File: src/burst_power_pkg.sv
// Constants and types shared by the core clock burst power controller
// Operation
// - After reset controller is disabled and core clock runs continuously.
// - Burst period lasts exactly 31 slow reference clock periods.
// - Five-bit width sets on-time in 1/31 steps, duty n/31.
// - Width field resets to all ones, full duty.
// - Enabled: width 1F keeps clock on, width zero keeps it off.
// - On slot expiry request bus, stop clock after grant, grant DMA.
// - Wakeup interrupt while stopped restarts core clock immediately.
// - DMA access in progress finishes before core resumes work.
// - Any wakeup interrupt clears enable bit in hardware.
// - Clearing enable never changes the width field.
// - Enable zero: clock runs; enable one: gated by width compare.
// - Power-save enable bit resets to zero.
// - Stop bit stops clock after bus cycle past next slow edge.
// - After stop, clock restarts at next burst period or interrupt.
// - Gating never touches the DMA controller or system master clock.
// - Once stopped in doze, next burst period, interrupt, enable clear or reset restarts it.
// - Sleep wakeup must have system clock back within 2 msec.
// - Slow reference clock comes from always-running low frequency osc.
package burst_power_pkg;

  localparam int unsigned CLK_HZ           = 10_000_000;
  localparam int unsigned BURST_LEN        = 31;
  localparam logic [4:0]  BURST_LAST       = 5'h1e;
  localparam logic [4:0]  WIDTH_FULL       = 5'h1f;
  localparam logic [4:0]  WIDTH_RESET      = 5'h1f;
  localparam logic [3:0]  CTRL_OFFSET      = 4'h0;
  localparam logic [3:0]  STATUS_OFFSET    = 4'h1;
  localparam int unsigned ENABLE_BIT       = 7;
  localparam int unsigned STOP_BIT         = 6;
  localparam int unsigned WAKE_LIMIT_US    = 2000;
  localparam int unsigned WAKE_LIMIT_CYC   =
    (WAKE_LIMIT_US * (CLK_HZ / 1_000_000));

  typedef enum logic [2:0] {
    st_run,
    st_bus_req,
    st_gated,
    st_dma_wait
  } gate_state_e;

  typedef struct packed {
    logic       enable;
    logic       stop;
    logic [4:0] width;
  } ctrl_s;

  typedef struct packed {
    logic [3:0] addr;
    logic [7:0] wdata;
    logic       wr;
    logic       rd;
  } reg_req_s;

endpackage

File: src/slow_edge_detect.sv
// Rising-edge pulse generator for the slow reference clock level
`timescale 1ns/1ps
module slow_edge_detect (
  input  wire logic mclk,
  input  wire logic rst_n,
  input  wire logic slow_reference_clock,
  output logic      rise
);
  typedef struct packed {
    logic prev;
    logic rise;
  } edge_s;

  edge_s st_reg;
  edge_s st_next;

  // Input is taken as synchronous to mclk, so no extra synchroniser
  always_comb begin
    st_next = st_reg;
    st_next.prev = slow_reference_clock;
    st_next.rise = slow_reference_clock & ~st_reg.prev;
  end

  always_ff @(posedge mclk or negedge rst_n) begin
    if (!rst_n) begin
      st_reg <= '0;
    end else begin
      st_reg <= st_next;
    end
  end

  assign rise = st_reg.rise;
endmodule

File: src/burst_counter.sv
// Burst period counter stepping once per slow reference period
`timescale 1ns/1ps
module burst_counter (
  input  wire logic       mclk,
  input  wire logic       rst_n,
  input  wire logic       step,
  output logic [4:0]      count,
  output logic            period_start
);
  import burst_power_pkg::*;

  typedef struct packed {
    logic [4:0] count;
    logic       start;
  } cnt_s;

  cnt_s st_reg;
  cnt_s st_next;

  always_comb begin
    st_next = st_reg;
    st_next.start = 1'b0;
    if (step) begin
      if (st_reg.count == BURST_LAST) begin
        st_next.count = 5'h00;
        st_next.start = 1'b1;
      end else begin
        st_next.count = st_reg.count + 5'h01;
      end
    end
  end

  always_ff @(posedge mclk or negedge rst_n) begin
    if (!rst_n) begin
      st_reg <= '0;
    end else begin
      st_reg <= st_next;
    end
  end

  assign count        = st_reg.count;
  assign period_start = st_reg.start;
endmodule

File: src/cpu_clock_burst_power_control.sv
// Core clock burst power controller with register port and bus handoff
`timescale 1ns/1ps
module cpu_clock_burst_power_control (
  input  wire logic                      mclk,
  input  wire logic                      rst_n,
  input  wire logic                      slow_reference_clock,
  input  wire burst_power_pkg::reg_req_s reg_req,
  output logic [7:0]                     reg_rdata,
  input  wire logic                      wakeup_irq,
  input  wire logic                      core_bus_grant,
  input  wire logic                      core_bus_cycle_active,
  input  wire logic                      dma_busy,
  output logic                           core_clk_en,
  output logic                           core_bus_req,
  output logic                           dma_bus_grant,
  output logic                           core_irq_hold
);
  import burst_power_pkg::*;

  ////////////////////////////////////////////////////////////////////////
  // Slow reference timing

  logic       slow_rise;
  logic [4:0] burst_count;
  logic       period_start;

  // The slow reference runs at all times, so the period never stalls
  slow_edge_detect u_edge (
    .mclk                 (mclk),
    .rst_n                (rst_n),
    .slow_reference_clock (slow_reference_clock),
    .rise                 (slow_rise)
  );

  burst_counter u_count (
    .mclk         (mclk),
    .rst_n        (rst_n),
    .step         (slow_rise),
    .count        (burst_count),
    .period_start (period_start)
  );

  ////////////////////////////////////////////////////////////////////////
  // State

  typedef struct packed {
    ctrl_s       ctrl;
    gate_state_e gstate;
    logic        stop_armed;
    logic        doze_hold;
    logic        clk_en;
    logic        bus_req;
    logic        dma_grant;
    logic        irq_hold;
    logic [7:0]  rdata;
  } pc_s;

  pc_s st_reg;
  pc_s st_next;

  logic slot_active;
  logic want_off;

  always_comb begin
    // Enabled compare: width 0 never on, width 1f always on
    slot_active = (st_reg.ctrl.width == WIDTH_FULL) |
                  (burst_count < st_reg.ctrl.width);
    // Disabled means clock on regardless of width
    want_off = st_reg.ctrl.enable &
               (~slot_active | st_reg.doze_hold);
  end

  always_comb begin
    st_next = st_reg;
    st_next.rdata = 8'h00;

    //////////////////////////////////////////////////////////////////////
    // Register port; reads answer in the following cycle only
    if (reg_req.wr) begin
      if (reg_req.addr == CTRL_OFFSET) begin
        st_next.ctrl.enable = reg_req.wdata[ENABLE_BIT];
        st_next.ctrl.stop   = reg_req.wdata[STOP_BIT];
        st_next.ctrl.width  = reg_req.wdata[4:0];
        // A stop written while disabled must not linger for a later enable
        st_next.stop_armed = reg_req.wdata[STOP_BIT] &
                             reg_req.wdata[ENABLE_BIT];
        if (!reg_req.wdata[ENABLE_BIT]) begin
          st_next.doze_hold = 1'b0;
        end
      end
    end else if (reg_req.rd) begin
      if (reg_req.addr == CTRL_OFFSET) begin
        st_next.rdata = {st_reg.ctrl.enable, st_reg.ctrl.stop, 1'b0,
                         st_reg.ctrl.width};
      end else if (reg_req.addr == STATUS_OFFSET) begin
        st_next.rdata = {st_reg.clk_en, st_reg.bus_req,
                         st_reg.dma_grant, burst_count};
      end else begin
        st_next.rdata = 8'h00;
      end
    end

    //////////////////////////////////////////////////////////////////////
    // Stop request: armed on write, doze from next slow edge until next period
    if (st_reg.stop_armed && slow_rise && st_next.ctrl.enable) begin
      st_next.stop_armed = 1'b0;
      st_next.doze_hold  = 1'b1;
    end
    if (period_start) begin
      st_next.doze_hold = 1'b0;
    end

    //////////////////////////////////////////////////////////////////////
    // Wakeup interrupt wins over a same-cycle software set of enable;
    // width is left untouched
    if (wakeup_irq) begin
      st_next.ctrl.enable = 1'b0;
      st_next.ctrl.stop   = 1'b0;
      st_next.stop_armed  = 1'b0;
      st_next.doze_hold   = 1'b0;
    end

    //////////////////////////////////////////////////////////////////////
    // Clock gating and bus handoff; DMA side never gated
    st_next.irq_hold = 1'b0;
    case (st_reg.gstate)
      st_run: begin
        st_next.clk_en    = 1'b1;
        st_next.dma_grant = 1'b0;
        // Stop waits for the core's bus cycle in flight to finish
        if (want_off && !wakeup_irq && !core_bus_cycle_active) begin
          st_next.bus_req = 1'b1;
          st_next.gstate  = st_bus_req;
        end
      end
      st_bus_req: begin
        if (wakeup_irq || !want_off) begin
          st_next.bus_req = 1'b0;
          st_next.gstate  = st_run;
        end else if (core_bus_grant) begin
          st_next.clk_en    = 1'b0;
          st_next.dma_grant = 1'b1;
          st_next.gstate    = st_gated;
        end
      end
      st_gated: begin
        // Only an interrupt, a new period or a software control write restarts
        if (wakeup_irq || !want_off) begin
          st_next.clk_en = 1'b1;
          if (dma_busy) begin
            st_next.irq_hold = 1'b1;
            st_next.gstate   = st_dma_wait;
          end else begin
            st_next.dma_grant = 1'b0;
            st_next.bus_req   = 1'b0;
            st_next.gstate    = st_run;
          end
        end
      end
      st_dma_wait: begin
        // Core clock runs but keeps the bus off until DMA is done
        if (dma_busy) begin
          st_next.irq_hold = 1'b1;
        end else begin
          st_next.dma_grant = 1'b0;
          st_next.bus_req   = 1'b0;
          st_next.gstate    = st_run;
        end
      end
      default: begin
        st_next.gstate = st_run;
      end
    endcase
  end

  always_ff @(posedge mclk or negedge rst_n) begin
    if (!rst_n) begin
      st_reg             <= '0;
      st_reg.ctrl.enable <= 1'b0;
      st_reg.ctrl.stop   <= 1'b0;
      st_reg.ctrl.width  <= WIDTH_RESET;
      st_reg.gstate      <= st_run;
      st_reg.clk_en      <= 1'b1;
    end else begin
      st_reg <= st_next;
    end
  end

  // The system master clock itself is never gated here; only the
  // core enable is. Sleep and PLL restart live outside this block,
  // and WAKE_LIMIT_CYC records the bound they must meet.
  assign reg_rdata     = st_reg.rdata;
  assign core_clk_en   = st_reg.clk_en;
  assign core_bus_req  = st_reg.bus_req;
  assign dma_bus_grant = st_reg.dma_grant;
  assign core_irq_hold = st_reg.irq_hold;
endmodule

File: config.mk
export PLATFORM = sky130hd
export DESIGN_NAME = cpu_clock_burst_power_control
export DESIGN_NICKNAME = d
export VERILOG_FILES = /design/src/burst_power_pkg.sv /design/src/slow_edge_detect.sv /design/src/burst_counter.sv /design/src/cpu_clock_burst_power_control.sv
export SDC_FILE = /design/constraint.sdc
export NUM_CORES = 1
export LEC_CHECK = 0
export BUFFER_PORTS_ARGS = -buffer_cell sky130_fd_sc_hd__buf_2
export CORE_ASPECT_RATIO = 0.6
export CORE_MARGIN = 3
export CORE_UTILIZATION = 30
export DETAILED_ROUTE_END_ITERATION = 16
export HOLD_SLACK_MARGIN = 0.03
export PLACE_DENSITY = 0.57
export RECOVER_POWER = 50
export SLEW_MARGIN = 20
export SYNTH_ARGS = -nofsm -noshare
export SYNTH_HDL_FRONTEND = slang
export SYNTH_SLANG_ARGS = --single-unit
export TNS_END_PERCENT = 5
File: constraint.sdc
create_clock -name mclk -period 2.15 [get_ports mclk]
set_clock_uncertainty 0.2 [all_clocks]
set_input_delay 0.43 -clock mclk [delete_from_list [all_inputs] [get_ports mclk]]
set_output_delay 0.43 -clock mclk [all_outputs]
set_load 0.02 [all_outputs]
==> results of run 1 <==
==> final timing paths <==
| check | endpoint | slack [ns] | depth (start not counted) |
|---|---|---|---|
| max in group asynchronous | u_edge.st_reg[1] | 0.70 | 2 |
| worst max-delay path | st_reg[14] | -0.17 | 8 |
| worst min-delay path | u_edge.st_reg[1] | 0.07 | 1 |
| worst max register to register | st_reg[14] | -0.17 | 8 |
| min in group asynchronous | u_count.count[4] | 0.56 | 2 |
| worst min register to register | u_edge.rise | 0.19 | 1 |
==> synth_stat cells, types with 2 or more instances <==
| cell | instances | area [um^2] |
|---|---|---|
| a21oi_1 | 5 | 25.0 |
| dfstp_2 | 6 | 158 |
| buf_4 | 8 | 60.1 |
| o21ai_0 | 11 | 55.1 |
| nor2b_1 | 3 | 18.8 |
| mux2i_1 | 10 | 100 |
| mux2_2 | 6 | 67.6 |
| nand2_1 | 15 | 56.3 |
| a311oi_2 | 2 | 30.0 |
| dfrtp_1 | 25 | 626 |
| nor2_1 | 19 | 71.3 |
| nand3b_1 | 2 | 15.0 |
| nor3_1 | 3 | 15.0 |
| nor4_1 | 2 | 12.5 |
| ha_1 | 11 | 138 |
| inv_1 | 7 | 26.3 |
| o21a_1 | 2 | 15.0 |
| buf_2 | 2 | 10.0 |
| clkbuf_1 | 2 | 7.51 |
| and2_1 | 3 | 18.8 |
==> stage by stage <==
step	instances	worst slack (ns)
after global placement	263	-0.192
after floorplan	162	-0.116
after global routing	272	-0.270
after CTS	272	-0.153
after detailed placement	263	-0.207
final	272	-0.168
==> per-layer routing <==
layer	routed length (um)	vias to the layer above	track usage	share of wire
li1	-	640	-	-
met1	2200	565	0.218	0.57
met2	1360	36	0.148	0.35
met3	282	2	0.0393	0.073
met4	16	0	0.0339	0.0042
met5	0	-	0	0
==> power by group <==
group          leakage [nW]  total, mW  internal [mW]  switching, mW
Combinational         0.533      0.656          0.318          0.339
Sequential            0.397      0.754          0.681         0.0731
Clock                0.0422      0.443          0.227          0.216
==> critical path, cell delays in order, from the launching register on <==
cell and delay [ns]:
dfstp_2 0.54, inv_2 0.04, ha_4 0.27, nand2_2 0.05, a311oi_2 0.24, a21o_2 0.25
nand2_2 0.09, o2111ai_4 0.21, mux2_4 0.32
==> logic make-up after synthesis <==
family,Yosys count,synth area share
flops,31,0.465
mux,17,0.108
fa+ha+maj,11,0.0817
buf+inv,19,0.0616
simple gates,55,0.160
compound gates,29,0.124
==> timing repair <==
item / in CTS / in global routing
gates resized for setup: 3 / 4
hold endpoints to repair: 25 / 0
pin swaps: 2 / 1
hold buffers: 1 / 0
setup endpoints to repair: 3 / 5
==> layout make-up <==
cell class                      count  area, um^2
Clock inverter                      1        5.00
Inverter                            7        26.3
Timing Repair Buffer               48         268
Multi-Input combinational cell    112         841
Tap cell                           66        82.6
Clock buffer                        7        76.3
Sequential cell                    31         783
Fill cell                         534        3150
==> flow_summary.ini, run 1 <==
[run_status]
status = finished with violations
violations = negative setup slack

[hold_path]
min-delay-start = slow_reference_clock
hp-class = in2reg

[global_routing]
grt_pass1_vias = 1223
grt_max_degree = 32
grt_usage = 0.129
grt_overflow = 0
antenna_found_initial = 0
grt_pass1_wl_um = 6400

[die]
die-area_mm2 = 0.00658
die_width_um = 103
num_rows = 20
start_util = 0.322
core_area_mm2 = 0.00523
die_y_um = 64.1
io_pins = 33

[clock_network]
cts_setup_buffers = 0
numCtsBuffers = 5
cts_tree = done
h-tree-depth = 2
cts_root_buf = clkbuf_8
clockBufferDepth = 2
cts.clk_slew.worst_paths_ns = 0.07
clk_latency_ns = 0.28
clkSinkCount = 31

[place]
post-dp-hpwl_um = 2920
dpl_cell_area_mm2 = 0.00198
numPortBuffers = 31
routabilityCongestion = 0.849

[final_layout]
final_common_cell = dfrtp_1
num-nets-final = 237
layout_common_cells = dfrtp_1 (25), nor2_1 (19), buf_2 (19), buf_4 (15)
fin_area_mm2 = 0.00208
syn2layout_area_growth_pct = 23.5
fin_util = 0.398
largest_reg_flops = 11
drive_gt1_frac = 0.335
n_antenna_cell = 0

[setup_path]
start_kind = flop
path_class = reg2reg
crit_path_start = st_reg[21]
worstPathRequired_ns = 2.12
arrival_ns = 2.29
cp-end-kind = flop
critPathMaxFanout = 5
r2r_start = st_reg[21]

[synthesis]
synth_edf_count = 0
synth_fp_nets = 194
avgSynthCellArea_um2 = 10.4
synth.distinct_cells = 38
syn_inst = 162
async_reset_ff_frac = 1.00
yosysSeqAreaShare = 0.465
syn_area_mm2 = 0.00169
synth_warnings = 0
ys_seq_elements = 31
ys.flop_type = dfrtp_1

[timing]
relSlewSlack = 0.486
hold_violations = 0
rsz0062_at_grt = yes
max_freq_mhz = 431
worst_pin_slew_ns = 0.771
finalSetupTns_ns = -0.341
finalCritPeriodShare = 1.08
period_needed_ns = 2.32
hold_slack_ns = 0.0722
fin_ws_ns = -0.168
setup_viol = 3
slew_viol_final = 0

[route]
dr.pass1.iters = 4
routedWlPerCell_um = 14.2
ant_nets = 0
viasPerCell = 4.57
vias = 1243
drtIter0Drc = 38
wirelength_um = 3850
drc = 0

[power]
p_total_mw = 1.85
powerDensity_mw_per_mm2 = 890
max-vdd-ir-drop_v = 0.000295
power_leakage_nw = 0.973

[flow_run]
max-cap-violations = 0
Power figures use the tool's default switching activity.
==> run 2, diff against run 1 <==
Settings changed: CORE_MARGIN 3 to 8.
==> run 2 against run 1 <==
- the run still ends with negative setup slack left
- combinational power down 3.8%
- setup slack improved by 0.0060 ns
- fmax is 0.26% higher
- sequential share of layout area shrank 0.090 points
- sequential power is 0.5% lower
- total power fell by 0.37%
- design area increased by 0.24%
- register-to-register slack is essentially flat
- clock power grew 5.2%
- non-clock buffer count is 1 higher
- highest routed layer unchanged
==> flow_summary.ini, run 2 (synthesis gave the netlist of run 1 again) <==
[global_routing]
grt_pass1_vias = 1206
grt_pass1_wl_um = 6260
grt_max_degree = 32
grt_overflow = 0
grt_usage = 0.0994
antenna_found_initial = 0

[final_layout]
syn2layout_area_growth_pct = 23.8
drive_gt1_frac = 0.345
final_common_cell = dfrtp_1
num-nets-final = 238
largest_reg_flops = 11
layout_common_cells = dfrtp_1 (25), buf_2 (21), nor2_1 (19), buf_4 (17), nand2_1 (15)
fin_cells = 275
fin_area_mm2 = 0.00209
n_antenna_cell = 0

[clock_network]
cts_root_buf = clkbuf_8
clockBufferDepth = 2
cts_tree = done
h-tree-depth = 2
cts.clk_slew.worst_paths_ns = 0.07
numCtsBuffers = 5
clkSinkCount = 31
clk_latency_ns = 0.28

[setup_path]
crit_slowest_cell = dfstp_2
cp-end-kind = flop
start_kind = flop
max_stage_delay_ns = 0.53
path_class = reg2reg
worstPathRequired_ns = 2.12
cp_cell_sequence = inv_1 > ha_4 > nand2_1 > a311oi_2 > a21o_2 > nand2_2 > o2111ai_2 > mux2_4
critPathMaxFanout = 5
critPathBufInv = 1
critPathTopFamily = compound AO/OA/AOI/OAI gates
arrival_ns = 2.28

[die]
core_area_mm2 = 0.00549
die_y_um = 74.1
die-area_mm2 = 0.00835
die_width_um = 113
num_rows = 21
io_pins = 33
start_util = 0.307

[timing]
rsz0062_at_grt = yes
period_needed_ns = 2.31
worst_pin_slew_ns = 0.784
finalCritPeriodShare = 1.08
max_freq_mhz = 433
relSlewSlack = 0.478
fin_ws_ns = -0.162
setup_viol = 3
slew_viol_final = 0
hold_violations = 0

[route]
drtIter0Drc = 57
vias = 1255
ant_nets = 0
drc = 0
wirelength_um = 3950
viasPerCell = 4.56
routedWlPerCell_um = 14.4
dr.pass1.iters = 4

[place]
routabilityCongestion = 0.848
numPortBuffers = 31
dp.cells = 267
dpl_cell_area_mm2 = 0.00199
post-dp-hpwl_um = 3100

[power]
combPwrFrac = 0.342
power_leakage_nw = 0.992
power.internal_mw = 1.23
powerDensity_mw_per_mm2 = 885
power.switching_uw = 612
pwr-share-seq = 0.406
max-vdd-ir-drop_v = 0.000366
swShare = 0.331
clockPowerShare = 0.252

[run_status]
status = finished with violations
violations = negative setup slack

[flow_run]
max-cap-violations = 0

[hold_path]
hp-class = in2reg
[run 2: area by class of cell]
type                       instances  area [um^2]
fill                             540         3400
sequential                        31          783
timing repair buffer              49          282
multi-input combinational        112          822
inverter                           7         26.3
tap                               69         86.3
clock inverter                     1         5.00
clock buffer                       6         82.6
[run 2: per-stage QoR]
| stage | power (mW) | setup slack (ns) | hold WS [ns] | util | setup TNS (ns) |
|---|---|---|---|---|---|
| finish | 1.85 | -0.162 | 0.0632 | 0.380 | -0.337 |
| global placement | 1.36 | -0.219 | 0.184 | 0.363 | -0.495 |
| detailed placement | 1.37 | -0.221 | 0.184 | 0.363 | -0.501 |
| floorplan | 1.14 | -0.116 | -0.0656 | - | -0.209 |
| global route | 1.98 | -0.256 | 0.0492 | 0.380 | -0.603 |
| CTS | 1.85 | -0.180 | 0.0551 | 0.381 | -0.370 |
[run 2: worst paths after layout]
check | start | depth (start not counted) | endpoint | slack, ns
min in group asynchronous | rst_n | 2 | reg_rdata[2] | 0.57
max in group asynchronous | rst_n | 2 | st_reg[15] | 0.69
hold reg to reg | u_edge.st_reg[1] | 1 | u_edge.rise | 0.19
hold / removal | slow_reference_clock | 1 | u_edge.st_reg[1] | 0.06
setup reg to reg | st_reg[21] | 8 | st_reg[14] | -0.16
setup / recovery | st_reg[21] | 8 | st_reg[14] | -0.16
[run 2: power by group through the flow]
stage               registers, mW  clock network (mW)  logic (mW)
finish                      0.750               0.466       0.631
global route                0.759               0.516       0.702
detailed placement          0.758                   0       0.612
floorplan                   0.787                   0       0.357
CTS                         0.748               0.482       0.622
global placement            0.757                   0       0.607
[run 2: routing by layer]
metal	vias up	share of wire	wire, um	global-route usage
met5	-	0	0	0
li1	645	-	-	-
met3	6	0.072	284	0.0340
met1	570	0.57	2240	0.151
met4	0	0.015	61	0.0490
met2	34	0.34	1360	0.115
[run 2: repair_timing]
item,4_1_cts,5_1_grt
endpoints found under the hold margin,25,0
hold buffers,1,0
gates cloned,0,0
gates resized for setup,1,2
setup buffers,0,0
pin swaps,1,1
setup endpoints to repair,5,5
